<file path="src/verilog/sbp_map.vh">
`ifndef SBP_MAP_VH
`define SBP_MAP_VH
// Function
// - idle bus seen only after select and busy false one settle delay
// - release every driven line within clear delay once idle holds
// - wait one bus free delay after idle before driving any line
// - contend with busy plus own id line; not after bus set delay (age clears while idle holds, so a late start still arbitrates)
// - after arbitration delay sample data; higher id wins, line 7 highest
// - winner asserts select; loser releases within clear delay of select
// - winner holds all lines unchanged for clear plus settle delay
// - selected when select, own id, no busy, no direction for settle
// - selection carrying only our id bit is still accepted
// - selection must still be valid when busy response is asserted
// - reselect after winning: assert direction, drive or of ids, wait settle
// - on busy answer assert busy, wait two deskew, drop select
// - at most three reselection attempts with timeout release procedure
// - phase code msg,cd,io; 100 and 101 unused; io high to initiator
// - only drive sets phase lines; releasing all lines ends connection
// - one byte per handshake; busy high and select low during transfer
// - phase lines stable settle delay before first request until ack low
// - bus settle delay is 400 ns
// - bus clear delay is 800 ns
// - deskew delay is at least 45 ns
// - selection abort time is at most 200 us
`define SBP_CLK_NS 20
`define SBP_SETTLE_NS 400
`define SBP_CLEAR_NS 800
`define SBP_DESKEW_NS 45
`define SBP_FREE_NS 400
`define SBP_BUSSET_NS 1800
`define SBP_ARB_NS 2200
`define SBP_ABORT_US 200
`define SBP_SELTO_MS 250
`define SBP_SETTLE_CYC ((`SBP_SETTLE_NS + `SBP_CLK_NS - 1) / `SBP_CLK_NS)
`define SBP_CLEAR_CYC (`SBP_CLEAR_NS / `SBP_CLK_NS)
`define SBP_DESKEW_CYC ((`SBP_DESKEW_NS + `SBP_CLK_NS - 1) / `SBP_CLK_NS)
`define SBP_FREE_CYC ((`SBP_FREE_NS + `SBP_CLK_NS - 1) / `SBP_CLK_NS)
`define SBP_BUSSET_CYC (`SBP_BUSSET_NS / `SBP_CLK_NS)
`define SBP_ARB_CYC ((`SBP_ARB_NS + `SBP_CLK_NS - 1) / `SBP_CLK_NS)
`define SBP_ABORT_CYC (`SBP_ABORT_US * 1000 / `SBP_CLK_NS)
`define SBP_SELTO_CYC (`SBP_SELTO_MS * 1000000 / `SBP_CLK_NS)
`define SBP_RESEL_TRIES 2'h3
`define SBP_PH_DOUT 3'h0
`define SBP_PH_DIN 3'h1
`define SBP_PH_CMD 3'h2
`define SBP_PH_STAT 3'h3
`define SBP_PH_MOUT 3'h6
`define SBP_PH_MIN 3'h7
`endif

</file>
<file path="src/verilog/sbp_stable.v">
`timescale 1ns/1ns
// counts cycles a condition has held without a break
module sbp_stable #(
  parameter W = 24
) (
  input wire mclk, // clock
  input wire rst_n, // sync reset
  input wire ce, // clock enable
  input wire cond, // watched condition
  input wire [W-1:0] lim, // cycles needed
  output wire held // cond held for lim cycles
);
  reg [W-1:0] cnt_ff;
  // saturating run-length counter, any break restarts it
  always @(posedge mclk) begin
    if (!rst_n) begin
      cnt_ff <= {W{1'b0}};
    end else if (ce) begin
      if (!cond) begin
        cnt_ff <= {W{1'b0}};
      end else if (cnt_ff != lim) begin
        cnt_ff <= cnt_ff + {{(W-1){1'b0}}, 1'b1};
      end
    end
  end
  assign held = cond && (cnt_ff == lim);
endmodule // sbp_stable

</file>
<file path="src/verilog/sbp_idpop.v">
`timescale 1ns/1ns
// id-bit checks on the data lines
module sbp_idpop (
  input wire [7:0] db, // data lines, true high
  input wire [2:0] own_id, // our bus address
  output wire own_set, // our bit true
  output wire higher, // a higher id bit true
  output wire le_two // at most two bits true
);
  wire [7:0] own_mask;
  wire [7:0] hi_mask;
  reg [3:0] pop;
  integer i;
  assign own_mask = 8'h01 << own_id;
  assign hi_mask = ~((own_mask << 1) - 8'h01); // bits above own
  // population count for the two-bit limit
  always @* begin
    pop = 4'h0;
    for (i = 0; i < 8; i = i + 1) begin
      pop = pop + {3'h0, db[i]};
    end
  end
  assign own_set = |(db & own_mask);
  assign higher = |(db & hi_mask & ~own_mask); // line 7 highest
  assign le_two = (pop <= 4'h2);
endmodule // sbp_idpop

</file>
<file path="src/verilog/sbp_phase_ctl.v">
`timescale 1ns/1ns
`include "sbp_map.vh"
// bus phase control: bus free, arbitration, selection, reselection, phases
module sbp_phase_ctl #(
  parameter [31:0] ABORT_CYC = `SBP_ABORT_CYC, // selection abort time
  parameter [31:0] SELTO_CYC = `SBP_SELTO_CYC // selection timeout delay
) (
  input wire mclk, // 50 MHz clock
  input wire rst_n, // sync reset, active low
  input wire ce, // clock enable
  input wire [2:0] own_id, // our bus address
  input wire bsy_in, // busy line level
  input wire sel_in, // select line level
  input wire io_in, // direction line level
  input wire ack_in, // acknowledge line level
  input wire [7:0] db_in, // data line levels
  input wire resel_req, // pulse: start reselection
  input wire [2:0] resel_init_id, // initiator to reselect
  input wire phase_req, // pulse: enter transfer phase
  input wire [2:0] phase_code, // msg,cd,io requested
  input wire xfer_go, // level: handshakes may run
  input wire xfer_last, // level: current phase done
  input wire release_req, // pulse: end the connection
  output reg bsy_oe_ff, // drive busy
  output reg sel_oe_ff, // drive select
  output reg msg_oe_ff, // drive message line
  output reg cd_oe_ff, // drive control/data line
  output reg io_oe_ff, // drive direction line
  output reg [7:0] db_oe_ff, // drive data bits true
  output reg bus_free_ff, // bus idle detected
  output reg selected_ff, // pulse: we were selected
  output reg connected_ff, // we own the bus as target
  output reg resel_fail_ff, // pulse: all attempts failed
  output reg [1:0] tries_ff, // reselection attempts released after timeout
  output wire req_ok, // phase lines settled
  output reg [3:0] state_ff // current state
);
  localparam [3:0] S_IDLE = 4'h0;
  localparam [3:0] S_FREE = 4'h1;
  localparam [3:0] S_ARB = 4'h2;
  localparam [3:0] S_WIN = 4'h3;
  localparam [3:0] S_RSEL = 4'h4;
  localparam [3:0] S_RWAIT = 4'h5;
  localparam [3:0] S_RBSY = 4'h6;
  localparam [3:0] S_RTO = 4'h7;
  localparam [3:0] S_SELCHK = 4'h8;
  localparam [3:0] S_CONN = 4'h9;
  localparam [3:0] S_PSET = 4'hA;
  localparam [3:0] S_PXFER = 4'hB;
  localparam [23:0] SETTLE_C = `SBP_SETTLE_CYC;
  localparam [23:0] CLEAR_C = `SBP_CLEAR_CYC;
  localparam [23:0] DESKEW_C = `SBP_DESKEW_CYC;
  localparam [23:0] FREE_C = `SBP_FREE_CYC;
  localparam [23:0] BUSSET_C = `SBP_BUSSET_CYC;
  localparam [23:0] ARB_C = `SBP_ARB_CYC;
  localparam [23:0] ABORT_C = ABORT_CYC[23:0];
  localparam [23:0] SELTO_C = SELTO_CYC[23:0];
  wire idle_held;
  wire sel_held;
  wire sel_cond;
  wire own_set;
  wire higher;
  wire le_two;
  wire [7:0] own_mask;
  wire [7:0] ini_mask;
  reg [3:0] nxt_state;
  reg [23:0] tmr_ff;
  reg [23:0] free_age_ff;
  reg [2:0] cur_phase_ff;
  reg resel_req_ff;
  reg tmr_clr;
  assign own_mask = 8'h01 << own_id;
  assign ini_mask = 8'h01 << resel_init_id;
  // bus idle: select and busy false for an unbroken settle delay
  sbp_stable #(.W(24)) u_idle (
    .mclk(mclk),
    .rst_n(rst_n),
    .ce(ce),
    .cond(!bsy_in && !sel_in),
    .lim(SETTLE_C),
    .held(idle_held)
  );
  // selection seen: select, own id, no busy, no direction for settle
  assign sel_cond = sel_in && own_set && !bsy_in && !io_in && le_two;
  sbp_stable #(.W(24)) u_sel (
    .mclk(mclk),
    .rst_n(rst_n),
    .ce(ce),
    .cond(sel_cond),
    .lim(SETTLE_C),
    .held(sel_held)
  );
  sbp_idpop u_pop (
    .db(db_in),
    .own_id(own_id),
    .own_set(own_set),
    .higher(higher),
    .le_two(le_two)
  );
  // next state; timer restarts whenever the state changes
  always @* begin
    nxt_state = state_ff;
    tmr_clr = 1'b0;
    case (state_ff)
      S_IDLE: begin
        if (sel_held) begin
          nxt_state = S_SELCHK; // at most two id bits set, ours among them
        end else if (idle_held) begin
          nxt_state = S_FREE;
        end
      end
      S_FREE: begin
        if (!idle_held) begin
          nxt_state = S_IDLE;
        end else if (resel_req_ff && tmr_ff >= FREE_C && free_age_ff <= BUSSET_C) begin
          nxt_state = S_ARB;
        end
      end
      S_ARB: begin
        if (sel_in) begin
          nxt_state = S_IDLE; // someone else won: release
        end else if (tmr_ff >= ARB_C) begin
          nxt_state = higher ? S_IDLE : S_WIN;
        end
      end
      S_WIN: begin
        if (tmr_ff >= CLEAR_C + SETTLE_C) begin
          nxt_state = S_RSEL;
        end
      end
      S_RSEL: begin
        if (tmr_ff >= SETTLE_C) begin
          nxt_state = S_RWAIT;
        end
      end
      S_RWAIT: begin
        if (bsy_in) begin
          nxt_state = S_RBSY;
        end else if (tmr_ff >= SELTO_C) begin
          nxt_state = S_RTO;
        end
      end
      S_RBSY: begin
        if (tmr_ff >= DESKEW_C + DESKEW_C) begin
          nxt_state = S_CONN;
        end
      end
      S_RTO: begin
        if (bsy_in) begin
          nxt_state = S_RBSY;
        end else if (tmr_ff >= ABORT_C + DESKEW_C + DESKEW_C) begin
          nxt_state = S_IDLE;
        end
      end
      S_SELCHK: begin
        // busy already asserted; connect once select drops, give up if it stays past the abort time
        if (!sel_in) begin
          nxt_state = S_CONN;
        end else if (tmr_ff >= ABORT_C) begin
          nxt_state = S_IDLE;
        end
      end
      S_CONN: begin
        if (release_req) begin
          nxt_state = S_IDLE;
        end else if (phase_req && phase_code[2:1] != 2'h2) begin
          nxt_state = S_PSET; // unused codes refused
        end
      end
      S_PSET: begin
        if (tmr_ff >= SETTLE_C) begin
          nxt_state = S_PXFER;
        end
      end
      S_PXFER: begin
        if (xfer_last && !ack_in) begin
          nxt_state = S_CONN;
        end
      end
      default: begin
        nxt_state = S_IDLE;
      end
    endcase
    if (nxt_state != state_ff) begin
      tmr_clr = 1'b1;
    end
  end
  reg [7:0] nxt_db;
  reg nxt_bsy;
  reg nxt_sel;
  reg nxt_io;
  reg [2:0] nxt_ph;
  // line drive per state; idle states drive nothing
  always @* begin
    nxt_db = 8'h00;
    nxt_bsy = 1'b0;
    nxt_sel = 1'b0;
    nxt_io = 1'b0;
    nxt_ph = 3'h0;
    case (nxt_state)
      S_ARB: begin
        nxt_bsy = 1'b1;
        nxt_db = own_mask;
      end
      S_WIN: begin
        nxt_bsy = 1'b1;
        nxt_sel = 1'b1;
        nxt_db = own_mask;
      end
      S_RSEL, S_RWAIT: begin
        nxt_bsy = (nxt_state == S_RSEL) ? 1'b1 : 1'b0; // busy dropped to await answer
        nxt_sel = 1'b1;
        nxt_io = 1'b1;
        nxt_db = own_mask | ini_mask;
      end
      S_RTO: begin
        nxt_sel = 1'b1;
        nxt_io = 1'b1; // data released
      end
      S_RBSY: begin
        nxt_bsy = 1'b1;
        nxt_sel = 1'b1;
        nxt_io = 1'b1;
        nxt_db = own_mask | ini_mask;
      end
      S_SELCHK, S_CONN: begin
        nxt_bsy = 1'b1;
        nxt_ph = cur_phase_ff;
        nxt_io = cur_phase_ff[0];
      end
      S_PSET, S_PXFER: begin
        nxt_bsy = 1'b1; // select stays low
        nxt_ph = (state_ff == S_CONN) ? phase_code : cur_phase_ff;
        nxt_io = nxt_ph[0];
      end
      default: begin
        nxt_bsy = 1'b0;
      end
    endcase
  end
  // state, timers and line registers
  always @(posedge mclk) begin
    if (!rst_n) begin
      state_ff <= S_IDLE;
      tmr_ff <= 24'h000000;
      free_age_ff <= 24'h000000;
      cur_phase_ff <= 3'h0;
      resel_req_ff <= 1'b0;
      bsy_oe_ff <= 1'b0;
      sel_oe_ff <= 1'b0;
      msg_oe_ff <= 1'b0;
      cd_oe_ff <= 1'b0;
      io_oe_ff <= 1'b0;
      db_oe_ff <= 8'h00;
      bus_free_ff <= 1'b0;
      selected_ff <= 1'b0;
      connected_ff <= 1'b0;
      resel_fail_ff <= 1'b0;
      tries_ff <= 2'h0;
    end else if (ce) begin
      state_ff <= nxt_state;
      tmr_ff <= tmr_clr ? 24'h000000 : (tmr_ff == 24'hFFFFFF ? tmr_ff : tmr_ff + 24'h000001);
      // age since idle last seen; a quiet bus keeps it fresh, so a late request never deadlocks
      free_age_ff <= idle_held ? 24'h000000 : free_age_ff + {23'h0, free_age_ff != 24'hFFFFFF};
      bsy_oe_ff <= nxt_bsy;
      sel_oe_ff <= nxt_sel;
      io_oe_ff <= nxt_io;
      msg_oe_ff <= nxt_ph[2];
      cd_oe_ff <= nxt_ph[1];
      db_oe_ff <= nxt_db;
      bus_free_ff <= idle_held;
      selected_ff <= (state_ff == S_IDLE) && (nxt_state == S_SELCHK);
      connected_ff <= (nxt_state == S_CONN) || (nxt_state == S_PSET) || (nxt_state == S_PXFER);
      if (state_ff == S_CONN && nxt_state == S_PSET) begin
        cur_phase_ff <= phase_code;
      end else if (nxt_state == S_IDLE) begin
        cur_phase_ff <= 3'h0;
      end
      // request held until an attempt sequence ends
      resel_fail_ff <= 1'b0;
      if (resel_req && state_ff != S_CONN) begin
        resel_req_ff <= 1'b1;
        tries_ff <= 2'h0;
      end else if (state_ff == S_RTO && nxt_state == S_IDLE) begin
        if (tries_ff + 2'h1 == `SBP_RESEL_TRIES) begin
          resel_req_ff <= 1'b0; // three attempts made
          resel_fail_ff <= 1'b1;
        end
        tries_ff <= tries_ff + 2'h1;
      end else if (nxt_state == S_CONN && state_ff == S_RBSY) begin
        resel_req_ff <= 1'b0;
      end
    end
  end
  // handshakes allowed only after phase lines settled
  assign req_ok = (state_ff == S_PXFER) && xfer_go;
endmodule // sbp_phase_ctl

</file>
<file path="config.mk">
export PLATFORM = sky130hd
export DESIGN_NAME = sbp_phase_ctl
export DESIGN_NICKNAME = d
export VERILOG_FILES = /design/src/verilog/sbp_stable.v /design/src/verilog/sbp_idpop.v /design/src/verilog/sbp_phase_ctl.v
export VERILOG_INCLUDE_DIRS = /design/src /design/src/verilog
export SDC_FILE = /design/constraint.sdc
export NUM_CORES = 1
export LEC_CHECK = 0
export BUFFER_PORTS_ARGS = -buffer_cell sky130_fd_sc_hd__buf_2
export CORE_ASPECT_RATIO = 1.25
export CORE_MARGIN = 1.5
export CORE_UTILIZATION = 40
export CTS_BUF_LIST = sky130_fd_sc_hd__clkbuf_4
export CTS_CLUSTER_SIZE = 25
export DETAILED_ROUTE_END_ITERATION = 12
export PLACE_DENSITY = 0.62
export SYNTH_ARGS = -nofsm -noshare
export SYNTH_HDL_FRONTEND = slang
export SYNTH_SLANG_ARGS = --single-unit
</file>
<file path="constraint.sdc">
create_clock -name mclk -period 5.2 [get_ports mclk]
set_clock_uncertainty 0.15 [all_clocks]
set_input_delay 0.52 -clock mclk [delete_from_list [all_inputs] [get_ports mclk]]
set_output_delay 0.52 -clock mclk [all_outputs]
set_load 0.03 [all_outputs]
</file>
==> results of run 1 <==
synth_stat cells, drive strengths merged, types with 10 or more instances:
| library cell | number | area share [%] |
|---|---|---|
| nor2 | 120 | 6.6 |
| buf | 16 | 1.4 |
| nand4 | 27 | 2.5 |
| nand3 | 36 | 2.6 |
| clkbuf | 22 | 1.2 |
| and3 | 22 | 2.0 |
| inv | 31 | 1.7 |
| ha | 14 | 2.5 |
| a21oi | 57 | 4.1 |
| or3 | 30 | 2.7 |
| a22oi | 10 | 1.1 |
| xor2 | 34 | 4.3 |
| xnor2 | 19 | 2.4 |
| nor4 | 20 | 2.0 |
| o21ai | 50 | 3.7 |
| o31ai | 10 | 1.2 |
| nand2 | 84 | 4.5 |
| dfxtp | 123 | 35 |
| nor3 | 24 | 1.9 |
worst max path at each step:
| stage | from | end | slack [ns] | cells past startpoint |
|---|---|---|---|---|
| detailed placement | db_in[1] | tmr_ff[7] | 0.37 | 18 |
| finish | db_in[1] | tmr_ff[7] | 0.92 | 18 |
| global route | db_in[0] | u_sel.cnt_ff[18] | 0.69 | 17 |
| global placement | db_in[0] | tmr_ff[23] | 0.41 | 17 |
| CTS | db_in[1] | tmr_ff[7] | 0.96 | 18 |
| floorplan | db_in[0] | tmr_ff[23] | 0.61 | 18 |
cell families after synthesis:
logic type	count (synthesis)	synth area share (%)
muxes	10	1.64
AOI/OAI and AO/OA	188	17.8
adders and majority gates	18	3.67
xor gates and xnor gates	53	6.68
buffers and inverters	70	4.34
and+or+nand+nor	417	30.5
DFF	123	35.4
flip-flops by register name (all words and copies together), names as in the netlist, 2 cells and up:
name           cells
db_oe_ff           8
u_idle.cnt_ff     24
u_sel.cnt_ff      24
cur_phase_ff       3
tries_ff           2
tmr_ff            24
free_age_ff       24
state_ff           4
placed cells by master, fill, tap and decap left out, drive strengths merged, types with 8 or more instances in the layout:
cell,count
dfxtp,123
nor2,120
nand2,84
buf,63
a21oi,57
o21ai,50
nand3,36
xor2,34
inv,32
or3,30
nand4,27
nor3,24
and3,22
nor4,20
xnor2,19
clkbuf,18
ha,14
a22oi,10
o31ai,10
nand2b,9
clkinv,9
mux2i,8
a22o,8
power groups by stage:
| stage | logic, mW | clock network (mW) | registers (mW) |
|---|---|---|---|
| after floorplan | 0.135 | 0 | 0.984 |
| after CTS | 0.191 | 0.671 | 0.961 |
| after detailed placement | 0.191 | 0 | 0.982 |
| after global placement | 0.191 | 0 | 0.983 |
| final | 0.190 | 0.654 | 0.961 |
| after global routing | 0.215 | 0.721 | 0.963 |
final cells by class:
| cell class | instances | area, um2 |
|---|---|---|
| Multi-Input combinational cell | 686 | 4190 |
| Fill cell | 1766 | 9250 |
| Clock buffer | 18 | 135 |
| Timing Repair Buffer | 63 | 343 |
| Sequential cell | 123 | 2460 |
| Antenna cell | 2 | 5.00 |
| Clock inverter | 14 | 129 |
| Inverter | 32 | 120 |
| Tap cell | 220 | 275 |
per-layer routing:
layer  wire length [um]  share of wire, %  track usage (%)  vias up
li1                   -                 -                -     3240
met4                354               2.1             7.65        2
met1               7670                45             23.8     2994
met3                645               3.7             4.47       28
met2               8550                50             33.9      108
met5                 10             0.058                0        -
worst register-to-register path: cells and delay by family, from the launching register on:
kind / cells / cell delay, ns
DFF: 1 / 0.75
AOI/OAI and AO/OA: 5 / 1.05
and+or+nand+nor: 5 / 1.70
==> flow_summary.html, run 1 <==
<table>
<tr><th>Metric</th><th>Value</th></tr>
<tr><th colspan="2">Layout</th></tr>
<tr><td>Post-layout nets</td><td>970</td></tr>
<tr><td>Share of the core filled with cells</td><td>around 45%</td></tr>
<tr><td>Share of cells above drive strength 1</td><td>between 10% and 20%</td></tr>
<tr><td>Layout overhead on the synthesized area</td><td>10.2%</td></tr>
<tr><td>Final cell area excluding filler cells</td><td>7660 um2</td></tr>
<tr><td>Post-layout instance count excluding filler cells</td><td>~1200</td></tr>
<tr><th colspan="2">Power and ir drop</th></tr>
<tr><td>Pleak</td><td>roughly 2.8 nW</td></tr>
<tr><td>Total power density per cell area</td><td>between 200 and 250 nW/um2</td></tr>
<tr><td>Proportion of power drawn by combinational gates</td><td>a little over a tenth</td></tr>
<tr><td>Switching power summed over all nets</td><td>between 0.5 and 0.6 mW</td></tr>
<tr><td>Total power</td><td>approximately 1.8 mW</td></tr>
<tr><td>Register share of total power</td><td>roughly 53%</td></tr>
<tr><td>Worst ir drop on vdd</td><td>around 0.096 mV</td></tr>
<tr><td>Switching portion of total power</td><td>28.0%</td></tr>
<tr><td>Clock share of power</td><td>a little over a third</td></tr>
<tr><td>Internal power of the cells</td><td>1.30 mW</td></tr>
<tr><th colspan="2">Setup path</th></tr>
<tr><td>Critical Path, Cell by Cell</td><td>buf_2, ha_1, inv_1, fa_1, fa_1, fa_1, inv_1, fa_1, nor2b_1, nor3_1, and4b_1, a31oi_1, nand2_1, a21o_1, o211ai_4, and2_4, or4_1, a21oi_1</td></tr>
<tr><td>Cell seen most often among critical-path stages</td><td>fa_1</td></tr>
<tr><td>Worst r2r src</td><td>state_ff[1]</td></tr>
<tr><td>Number of buffers and inverters on the critical path</td><td>3</td></tr>
<tr><td>Capture point of the worst reg-to-reg path</td><td>tmr_ff[7]</td></tr>
<tr><td>Flop-to-flop setup slack</td><td>roughly 1.5 ns</td></tr>
<tr><td>Capturing element type of the critical path</td><td>register</td></tr>
<tr><td>Worst Path Arrival</td><td>roughly 4.6 ns</td></tr>
<tr><td>Library cell contributing the largest single delay on the critical path</td><td>fa_1</td></tr>
<tr><td>Delay-heaviest family, CP</td><td>adder cells</td></tr>
<tr><td>Type of the worst setup path</td><td>input port to register</td></tr>
<tr><td>Data required, critical path</td><td>around 5.5 ns</td></tr>
<tr><td>FF-to-FF path depth</td><td>10</td></tr>
<tr><td>Maximum net fanout on the critical path</td><td>29</td></tr>
<tr><td>Startpoint types</td><td>input port</td></tr>
<tr><td>Worst path max stage delay</td><td>between 0.4 and 0.5 ns</td></tr>
<tr><th colspan="2">Min path</th></tr>
<tr><td>Number of cells traversed by the worst hold path</td><td>3</td></tr>
<tr><td>Worst hold endpoint</td><td>cur_phase_ff[1]</td></tr>
<tr><td>Worst min path class</td><td>input port to register</td></tr>
<tr><td>Beginning of the worst hold path</td><td>phase_code[1]</td></tr>
<tr><th colspan="2">Synth</th></tr>
<tr><td>Number of standard cells after synthesis</td><td>just under 900</td></tr>
<tr><td>Cell area after technology mapping</td><td>about 7000 um2</td></tr>
<tr><td>Register area share after synthesis</td><td>35.4%</td></tr>
<tr><td>Synthesized area divided by synthesized cell count</td><td>approximately 7.9 um2</td></tr>
<tr><td>Number of flops mapped to enable cells by yosys</td><td>0</td></tr>
<tr><td>Unique cell type count in the Yosys netlist</td><td>76</td></tr>
<tr><td>Register bit total from synthesis</td><td>roughly 120</td></tr>
<tr><td>Synth async-reset ratio</td><td>0%</td></tr>
<tr><td>Synthesized net count</td><td>between 900 and 1000</td></tr>
<tr><td>Yosys warning count</td><td>0</td></tr>
<tr><td>Post-synth top flop</td><td>dfxtp_1</td></tr>
<tr><th colspan="2">Floorplan</th></tr>
<tr><td>Floorplan row count</td><td>53</td></tr>
<tr><td>Placeable core region</td><td>roughly 17000 um2</td></tr>
<tr><td>Floorplan die width</td><td>about 120 um</td></tr>
<tr><td>Initial Util</td><td>between 40% and 50%</td></tr>
<tr><td>Die height</td><td>150 um</td></tr>
<tr><td>Boundary Pins</td><td>53</td></tr>
<tr><td>Die ar.</td><td>roughly 18000 um2</td></tr>
<tr><th colspan="2">Status</th></tr>
<tr><td>Run status</td><td>complete, no violations</td></tr>
<tr><th colspan="2">Clock tree</th></tr>
<tr><td>Skew-Pair Late Insertion Delay</td><td>0.54 ns</td></tr>
<tr><td>Clock sinks</td><td>approximately 120</td></tr>
<tr><td>Total number of H-tree levels</td><td>4</td></tr>
<tr><td>Post-CTS setup buffer count</td><td>0</td></tr>
<tr><td>CTS Root Buffer Type</td><td>clkbuf_4</td></tr>
<tr><td>Worst-case clock buffer depth</td><td>2</td></tr>
<tr><td>Number of CTS-inserted buffers</td><td>17</td></tr>
<tr><td>Number of buffers inserted for hold repair after clock tree synthesis</td><td>0</td></tr>
<tr><td>Cts repair resizes</td><td>0</td></tr>
<tr><td>CTS tree</td><td>built</td></tr>
<tr><td>Register clock-pin slew on the reported worst setup and hold paths</td><td>~0.12 ns</td></tr>
<tr><th colspan="2">Placed design</th></tr>
<tr><td>Global placer's final weighted congestion</td><td>between 0.9 and 1</td></tr>
<tr><td>Post-placement cell area</td><td>around 7400 um2</td></tr>
<tr><td>Post-Place Cells</td><td>1124</td></tr>
<tr><td>Setup slack at placement</td><td>0.371 ns</td></tr>
<tr><td>Buffers on Ports</td><td>52</td></tr>
<tr><td>HPWL after detailed placement</td><td>~13 mm</td></tr>
<tr><th colspan="2">Timing</th></tr>
<tr><td>Worst Setup Slack, final</td><td>between 0.9 and 1 ns</td></tr>
<tr><td>Setup_tns</td><td>0 ns</td></tr>
<tr><td>Worst-Margin Slew</td><td>0.801 ns</td></tr>
<tr><td>Number of endpoints with negative hold slack in the final report</td><td>0</td></tr>
<tr><td>Highest achievable clock rate</td><td>roughly 230 MHz</td></tr>
<tr><td>Final setup fails</td><td>0</td></tr>
<tr><td>Headroom to the max-slew limit</td><td>roughly 46%</td></tr>
<tr><td>Portion of the clock cycle consumed by the worst path in the final layout</td><td>between 80% and 90%</td></tr>
<tr><td>Worst hold slack after final layout</td><td>0.103 ns</td></tr>
<tr><td>Final count of pins violating max slew</td><td>0</td></tr>
<tr><td>Final min period</td><td>roughly 4.3 ns</td></tr>
<tr><td>Setup repair after global routing missed its margin</td><td>false</td></tr>
<tr><th colspan="2">Route</th></tr>
<tr><td>Detailed-routing iteration count for the pre-antenna-repair pass</td><td>5</td></tr>
<tr><td>Antenna viol nets, final</td><td>0</td></tr>
<tr><td>Remaining routing DRC violations</td><td>0</td></tr>
<tr><td>Vias</td><td>approximately 6400</td></tr>
<tr><td>Average routed wire per standard cell</td><td>14.9 um</td></tr>
<tr><td>Ratio of routed vias to standard cells</td><td>5.50</td></tr>
<tr><td>Iter 0 DRT Violations</td><td>329</td></tr>
<tr><td>Final wirelength</td><td>around 17 mm</td></tr>
<tr><th colspan="2">GRT</th></tr>
<tr><td>Antenna violations before repair</td><td>3</td></tr>
<tr><td>Wire length of the first global-routing pass</td><td>28.7 mm</td></tr>
<tr><td>Total Routing Usage GR</td><td>between 15 and 20%</td></tr>
<tr><td>Vias in the first global route</td><td>6007</td></tr>
<tr><td>Pin count of the biggest net entering global routing</td><td>30</td></tr>
<tr><td>Grt ovf</td><td>0</td></tr>
<tr><th colspan="2">Job</th></tr>
<tr><td>Reported max-cap violation count</td><td>0</td></tr>
</table>
No activity file was read; power rests on OpenSTA's default activity.
==> run 2: changes to the inputs <==
==> constraint.sdc (replaced) <==
create_clock -name mclk -period 4.05 [get_ports mclk]
set_clock_uncertainty 0.15 [all_clocks]
set_input_delay 0.405 -clock mclk [delete_from_list [all_inputs] [get_ports mclk]]
set_output_delay 0.405 -clock mclk [all_outputs]
set_load 0.03 [all_outputs]
==> flow_summary.html, run 2 (synthesis results as in run 1) <==
<table>
<tr><th>Metric</th><th>Value</th></tr>
<tr><th colspan="2">Status</th></tr>
<tr><td>Run status</td><td>finished, violations left</td></tr>
<tr><td>Violations in the final reports</td><td>negative setup slack</td></tr>
<tr><th colspan="2">Power and ir drop</th></tr>
<tr><td>Worst ir drop on vdd</td><td>roughly 0.12 mV</td></tr>
<tr><td>Total power</td><td>2.26 mW</td></tr>
<tr><td>Total power density per cell area</td><td>282 nW/um2</td></tr>
<tr><td>Pleak</td><td>2.92 nW</td></tr>
<tr><th colspan="2">Min path</th></tr>
<tr><td>Worst min path class</td><td>input port to register</td></tr>
<tr><td>Number of cells traversed by the worst hold path</td><td>3</td></tr>
<tr><th colspan="2">GRT</th></tr>
<tr><td>Total Routing Usage GR</td><td>roughly 20%</td></tr>
<tr><td>Grt ovf</td><td>0</td></tr>
<tr><td>Wire length of the first global-routing pass</td><td>29.5 mm</td></tr>
<tr><td>Vias in the first global route</td><td>slightly above 6000</td></tr>
<tr><td>Routing usage on met1</td><td>24.6%</td></tr>
<tr><td>Met2 routing resource usage after global routing</td><td>between 30 and 40%</td></tr>
<tr><td>Pin count of the biggest net entering global routing</td><td>27</td></tr>
<tr><td>Met3 track demand over resource</td><td>~4.9%</td></tr>
<tr><td>Antenna violations before repair</td><td>1</td></tr>
<tr><td>Busiest layer in global routing</td><td>met2</td></tr>
<tr><th colspan="2">Layout</th></tr>
<tr><td>Share of the core filled with cells</td><td>a little under half</td></tr>
<tr><td>Layout overhead on the synthesized area</td><td>14.9%</td></tr>
<tr><td>Commonest non-fill, non-tap cell in the layout</td><td>dfxtp_1</td></tr>
<tr><td>Final cell area excluding filler cells</td><td>approximately 8000 um2</td></tr>
<tr><td>Most frequent cells in the layout</td><td>dfxtp_1 (123), nor2_1 (118), nand2_1 (84), a21oi_1 (53), buf_2 (50)</td></tr>
<tr><td>Share of cells above drive strength 1</td><td>between 10% and 20%</td></tr>
<tr><td>Post-layout instance count excluding filler cells</td><td>between 1000 and 1500</td></tr>
<tr><td>Post-layout nets</td><td>between 1000 and 1500</td></tr>
<tr><th colspan="2">Timing</th></tr>
<tr><td>Worst Setup Slack, final</td><td>-0.0129 ns</td></tr>
<tr><td>Worst hold slack after final layout</td><td>0.142 ns</td></tr>
<tr><td>Portion of the clock cycle consumed by the worst path in the final layout</td><td>100%</td></tr>
<tr><td>Highest achievable clock rate</td><td>between 200 and 250 MHz</td></tr>
<tr><td>Headroom to the max-slew limit</td><td>between 40% and 50%</td></tr>
<tr><td>Worst-Margin Slew</td><td>a little over 0.8 ns</td></tr>
<tr><td>Final setup fails</td><td>1</td></tr>
<tr><td>Final min period</td><td>4.06 ns</td></tr>
<tr><td>Setup repair after global routing missed its margin</td><td>true</td></tr>
<tr><td>Number of endpoints with negative hold slack in the final report</td><td>0</td></tr>
<tr><td>Final count of pins violating max slew</td><td>0</td></tr>
<tr><th colspan="2">Floorplan</th></tr>
<tr><td>Die height</td><td>~150 um</td></tr>
<tr><td>Floorplan row count</td><td>between 50 and 60</td></tr>
<tr><td>Boundary Pins</td><td>53</td></tr>
<tr><td>Floorplan die width</td><td>between 100 and 150 um</td></tr>
<tr><td>Die ar.</td><td>~18000 um2</td></tr>
<tr><td>Initial Util</td><td>slightly above 40%</td></tr>
<tr><td>Placeable core region</td><td>around 17000 um2</td></tr>
<tr><th colspan="2">Setup path</th></tr>
<tr><td>Worst Path Arrival</td><td>between 4 and 5 ns</td></tr>
<tr><td>Startpoint types</td><td>input port</td></tr>
<tr><td>FF-to-FF path depth</td><td>10</td></tr>
<tr><td>Maximum net fanout on the critical path</td><td>6</td></tr>
<tr><td>Critical Path, Cell by Cell</td><td>buf_8, ha_4, inv_2, fa_1, fa_1, fa_2, inv_2, fa_1, nor2b_1, nor3_1, and4b_2, a31oi_4, nand2_1, a21o_1, o211ai_4, and2_4, or4_4, a21oi_2</td></tr>
<tr><td>Library cell contributing the largest single delay on the critical path</td><td>fa_1</td></tr>
<tr><td>Type of the worst setup path</td><td>input port to register</td></tr>
<tr><td>Cell seen most often among critical-path stages</td><td>fa_1</td></tr>
<tr><td>Data required, critical path</td><td>roughly 4.4 ns</td></tr>
<tr><td>Flop-to-flop setup slack</td><td>roughly 0.48 ns</td></tr>
<tr><td>Capturing element type of the critical path</td><td>register</td></tr>
<tr><td>Worst path max stage delay</td><td>0.50 ns</td></tr>
<tr><th colspan="2">Route</th></tr>
<tr><td>Antenna viol nets, final</td><td>0</td></tr>
<tr><td>Vias</td><td>between 6000 and 7000</td></tr>
<tr><td>Detailed-routing iteration count for the pre-antenna-repair pass</td><td>4</td></tr>
<tr><td>Iter 0 DRT Violations</td><td>roughly 280</td></tr>
<tr><td>Remaining routing DRC violations</td><td>0</td></tr>
<tr><td>Final wirelength</td><td>17.5 mm</td></tr>
<tr><td>Average routed wire per standard cell</td><td>between 10 and 15 um</td></tr>
<tr><td>Ratio of routed vias to standard cells</td><td>about 5.4</td></tr>
<tr><th colspan="2">Clock tree</th></tr>
<tr><td>Register clock-pin slew on the reported worst setup and hold paths</td><td>about 0.11 ns</td></tr>
<tr><td>Number of CTS-inserted buffers</td><td>17</td></tr>
<tr><td>CTS tree</td><td>built</td></tr>
<tr><td>Skew-Pair Late Insertion Delay</td><td>0.54 ns</td></tr>
<tr><td>Clock sinks</td><td>around 120</td></tr>
<tr><td>Total number of H-tree levels</td><td>4</td></tr>
<tr><td>Worst-case clock buffer depth</td><td>2</td></tr>
<tr><td>CTS Root Buffer Type</td><td>clkbuf_4</td></tr>
<tr><th colspan="2">Placed design</th></tr>
<tr><td>Buffers on Ports</td><td>between 50 and 60</td></tr>
<tr><td>Post-placement cell area</td><td>about 7600 um2</td></tr>
<tr><td>HPWL after detailed placement</td><td>~13 mm</td></tr>
<tr><td>Post-Place Cells</td><td>approximately 1100</td></tr>
<tr><td>Global placer's final weighted congestion</td><td>between 0.8 and 0.9</td></tr>
<tr><th colspan="2">Job</th></tr>
<tr><td>Reported max-cap violation count</td><td>0</td></tr>
</table>
-- run 2: cell type report --
| cell class | count | area (um2) |
|---|---|---|
| Timing Repair Buffer | 94 | 602 |
| Tap cell | 220 | 275 |
| Antenna cell | 1 | 2.50 |
| Clock inverter | 12 | 76.3 |
| Inverter | 32 | 120 |
| Clock buffer | 20 | 150 |
| Multi-Input combinational cell | 688 | 4300 |
| Fill cell | 1730 | 8920 |
| Sequential cell | 123 | 2460 |
-- run 2: path summary, 6_finish.rpt --
check	start	endpoint
worst max register to register	tmr_ff[17]	tmr_ff[23]
worst max-delay path	db_in[1]	tmr_ff[23]
worst min register to register	bsy_oe_ff	bsy_oe_ff
worst min-delay path	resel_init_id[1]	db_oe_ff[6]
-- run 2: power by group --
part	total (mW)	switching [mW]	internal [mW]	leakage, nW
Sequential	1.23	0.0141	1.22	0.992
Combinational	0.289	0.172	0.117	1.80
Clock	0.734	0.477	0.257	0.124
Total	2.26	0.664	1.59	2.92
-- run 2: what timing repair did --
action | in CTS | in global routing
cloned | 2 | 0
hold endpoints to repair | 4 | 0
buffers inserted | 1 | 2
hold buffers | 4 | 0
pin swaps | 2 | 5
setup endpoints to repair | 2 | 17
resized for setup | 0 | 14
-- run 2: through the flow --
stage / setup TNS (ns) / setup WS [ns]
after floorplan: -7.70 / -0.354
after global placement: -15.46 / -0.551
after CTS: 0 / 0.000341
final: -0.0129 / -0.0129
after global routing: -0.198 / -0.0701
after detailed placement: -17.04 / -0.626
-- run 2: routing by layer --
metal / up-vias / part of all wire (%)
met5: - / 0
met4: 0 / 1.8
met3: 24 / 2.9
met2: 94 / 49
met1: 3056 / 46
li1: 3308 / -
-- run 2: critical path: cells and delay by family --
family                     cells  cell delay (ns)
AOI/OAI and AO/OA              4             0.53
adders and majority gates      5             1.92
buffers and inverters          3             0.19
and+or+nand+nor                6             1.33
==> run 3: changes to the inputs <==
--- a/config.mk
+++ b/config.mk
@@ -13,6 +13,7 @@
 export CTS_BUF_LIST = sky130_fd_sc_hd__clkbuf_4
 export CTS_CLUSTER_SIZE = 25
 export DETAILED_ROUTE_END_ITERATION = 12
+export MAX_ROUTING_LAYER = met4
 export PLACE_DENSITY = 0.62
 export SYNTH_ARGS = -nofsm -noshare
 export SYNTH_HDL_FRONTEND = slang
==> flow_summary.html, run 3 (synthesis results as in run 1) <==
<table>
<tr><th>Metric</th><th>Value</th></tr>
<tr><th colspan="2">Setup path</th></tr>
<tr><td>Flop-to-flop setup slack</td><td>0.49 ns</td></tr>
<tr><td>Maximum net fanout on the critical path</td><td>6</td></tr>
<tr><td>Delay-heaviest family, CP</td><td>adder cells</td></tr>
<tr><td>Worst path max stage delay</td><td>about 0.50 ns</td></tr>
<tr><td>Number of buffers and inverters on the critical path</td><td>3</td></tr>
<tr><td>Startpoint types</td><td>input port</td></tr>
<tr><td>Type of the worst setup path</td><td>input port to register</td></tr>
<tr><td>Cell seen most often among critical-path stages</td><td>fa_1</td></tr>
<tr><td>Library cell contributing the largest single delay on the critical path</td><td>fa_1</td></tr>
<tr><td>Capturing element type of the critical path</td><td>register</td></tr>
<tr><td>Worst Path Arrival</td><td>4.37 ns</td></tr>
<tr><td>Critical Path, Cell by Cell</td><td>buf_8, ha_4, inv_2, fa_1, fa_1, fa_2, inv_2, fa_1, nor2b_1, nor3_1, and4b_2, a31oi_4, nand2_1, a21o_1, o211ai_4, and2_4, or4_4, a21oi_2</td></tr>
<tr><td>Data required, critical path</td><td>4.37 ns</td></tr>
<tr><th colspan="2">Clock tree</th></tr>
<tr><td>CTS tree</td><td>built</td></tr>
<tr><td>Total number of H-tree levels</td><td>4</td></tr>
<tr><td>Skew-Pair Late Insertion Delay</td><td>approximately 0.55 ns</td></tr>
<tr><td>Number of CTS-inserted buffers</td><td>17</td></tr>
<tr><td>Clock sinks</td><td>123</td></tr>
<tr><td>CTS Root Buffer Type</td><td>clkbuf_4</td></tr>
<tr><td>Register clock-pin slew on the reported worst setup and hold paths</td><td>around 0.11 ns</td></tr>
<tr><td>Worst-case clock buffer depth</td><td>2</td></tr>
<tr><th colspan="2">Power and ir drop</th></tr>
<tr><td>Total power density per cell area</td><td>about 280 nW/um2</td></tr>
<tr><td>Worst ir drop on vdd</td><td>between 0.1 and 0.15 mV</td></tr>
<tr><td>Pleak</td><td>2.92 nW</td></tr>
<tr><th colspan="2">Timing</th></tr>
<tr><td>Final setup fails</td><td>0</td></tr>
<tr><td>Portion of the clock cycle consumed by the worst path in the final layout</td><td>100%</td></tr>
<tr><td>Headroom to the max-slew limit</td><td>between 40% and 50%</td></tr>
<tr><td>Setup repair after global routing missed its margin</td><td>true</td></tr>
<tr><td>Setup_tns</td><td>0 ns</td></tr>
<tr><td>Final min period</td><td>roughly 4.0 ns</td></tr>
<tr><td>Final count of pins violating max slew</td><td>0</td></tr>
<tr><td>Worst Setup Slack, final</td><td>between 0.0015 and 0.002 ns</td></tr>
<tr><td>Number of endpoints with negative hold slack in the final report</td><td>0</td></tr>
<tr><td>Highest achievable clock rate</td><td>247 MHz</td></tr>
<tr><td>Worst-Margin Slew</td><td>0.775 ns</td></tr>
<tr><th colspan="2">Layout</th></tr>
<tr><td>Layout overhead on the synthesized area</td><td>14.9%</td></tr>
<tr><td>Post-layout nets</td><td>between 1000 and 1500</td></tr>
<tr><td>Share of cells above drive strength 1</td><td>between 10% and 20%</td></tr>
<tr><td>Most frequent cells in the layout</td><td>dfxtp_1 (123), nor2_1 (118), nand2_1 (84), a21oi_1 (53), buf_2 (50)</td></tr>
<tr><td>Post-layout instance count excluding filler cells</td><td>about 1200</td></tr>
<tr><td>Commonest non-fill, non-tap cell in the layout</td><td>dfxtp_1</td></tr>
<tr><th colspan="2">Route</th></tr>
<tr><td>Iter 0 DRT Violations</td><td>between 300 and 400</td></tr>
<tr><td>Average routed wire per standard cell</td><td>~15 um</td></tr>
<tr><td>Vias</td><td>between 6000 and 7000</td></tr>
<tr><td>Ratio of routed vias to standard cells</td><td>roughly 5.4</td></tr>
<tr><td>Detailed-routing iteration count for the pre-antenna-repair pass</td><td>4</td></tr>
<tr><td>Remaining routing DRC violations</td><td>0</td></tr>
<tr><td>Final wirelength</td><td>around 17 mm</td></tr>
<tr><td>Antenna viol nets, final</td><td>0</td></tr>
<tr><th colspan="2">Placed design</th></tr>
<tr><td>Global placer's final weighted congestion</td><td>0.866</td></tr>
<tr><td>Post-Place Cells</td><td>roughly 1100</td></tr>
<tr><td>Setup slack at placement</td><td>-0.626 ns</td></tr>
<tr><td>HPWL after detailed placement</td><td>12.9 mm</td></tr>
<tr><td>Buffers on Ports</td><td>between 50 and 60</td></tr>
<tr><th colspan="2">Floorplan</th></tr>
<tr><td>Die height</td><td>between 150 and 200 um</td></tr>
<tr><td>Initial Util</td><td>41.1%</td></tr>
<tr><td>Floorplan row count</td><td>between 50 and 60</td></tr>
<tr><td>Floorplan die width</td><td>about 120 um</td></tr>
<tr><td>Placeable core region</td><td>16900 um2</td></tr>
<tr><td>Boundary Pins</td><td>53</td></tr>
<tr><td>Die ar.</td><td>18200 um2</td></tr>
<tr><th colspan="2">GRT</th></tr>
<tr><td>Total Routing Usage GR</td><td>a little over a fifth</td></tr>
<tr><td>Vias in the first global route</td><td>between 6000 and 7000</td></tr>
<tr><td>Antenna violations before repair</td><td>1</td></tr>
<tr><td>Pin count of the biggest net entering global routing</td><td>27</td></tr>
<tr><td>Wire length of the first global-routing pass</td><td>29.5 mm</td></tr>
<tr><td>Grt ovf</td><td>0</td></tr>
<tr><th colspan="2">Min path</th></tr>
<tr><td>Worst min path class</td><td>input port to register</td></tr>
<tr><th colspan="2">Status</th></tr>
<tr><td>Run status</td><td>complete, no violations</td></tr>
<tr><th colspan="2">Job</th></tr>
<tr><td>Reported max-cap violation count</td><td>0</td></tr>
</table>
## run 3: timing repair
action	CTS	global route
hold buffers	4	0
gates resized for setup	0	14
cloned	2	0
endpoints found under the hold margin	4	0
setup buffers	1	2
endpoints found under the setup margin	2	16
pin swaps	2	5
## run 3: path summary, 6_finish.rpt
check / startpoint / end / cells past startpoint
setup / recovery: db_in[1] / tmr_ff[23] / 18
hold / removal: resel_init_id[1] / db_oe_ff[6] / 3
setup reg to reg: tmr_ff[17] / tmr_ff[23] / 10
hold reg to reg: bsy_oe_ff / bsy_oe_ff / 2
## run 3: worst register-to-register path, stage by stage, from the launching register on
cell	delay, ns
dfxtp_1	0.38
nor4_1	0.58
and4_1	0.38
a21boi_0	0.29
nor3_2	0.27
nand4_2	0.14
o21a_1	0.23
o21a_4	0.26
and2_4	0.20
or4_4	0.48
a21oi_2	0.14
## run 3: metal layers
| metal | track usage [%] | wire length, um | vias up |
|---|---|---|---|
| li1 | - | - | 3307 |
| met1 | 24.7 | 8200 | 3020 |
| met2 | 34.5 | 8520 | 69 |
| met3 | 5.00 | 412 | 28 |
| met4 | 7.76 | 354 | 0 |
| met5 | - | 0 | - |
## run 3: report_power, final
group	switching [mW]	internal [mW]	total, mW
clock network	0.484	0.257	0.741
registers	0.0138	1.22	1.23
logic	0.172	0.117	0.288
## run 3: metrics by stage
stage | util, % | hold WS, ns | cell area (um2) | total power, mW
2_1_floorplan | - | 0.307 | 7020 | 1.45
3_3_place_gp | 45.0 | 0.301 | 7610 | 1.53
3_5_place_dp | 45.0 | 0.306 | 7610 | 1.53
4_1_cts | 46.7 | 0.0787 | 7900 | 2.28
5_1_grt | 47.2 | 0.0968 | 7990 | 2.39
6_report | 47.2 | 0.127 | 7990 | 2.26
## run 3: cell type report
class	count	area, um2
Antenna cell	1	2.50
Clock buffer	20	150
Clock inverter	12	76.3
Fill cell	1730	8920
Inverter	32	120
Multi-Input combinational cell	688	4300
Sequential cell	123	2460
Tap cell	220	275
Timing Repair Buffer	94	602
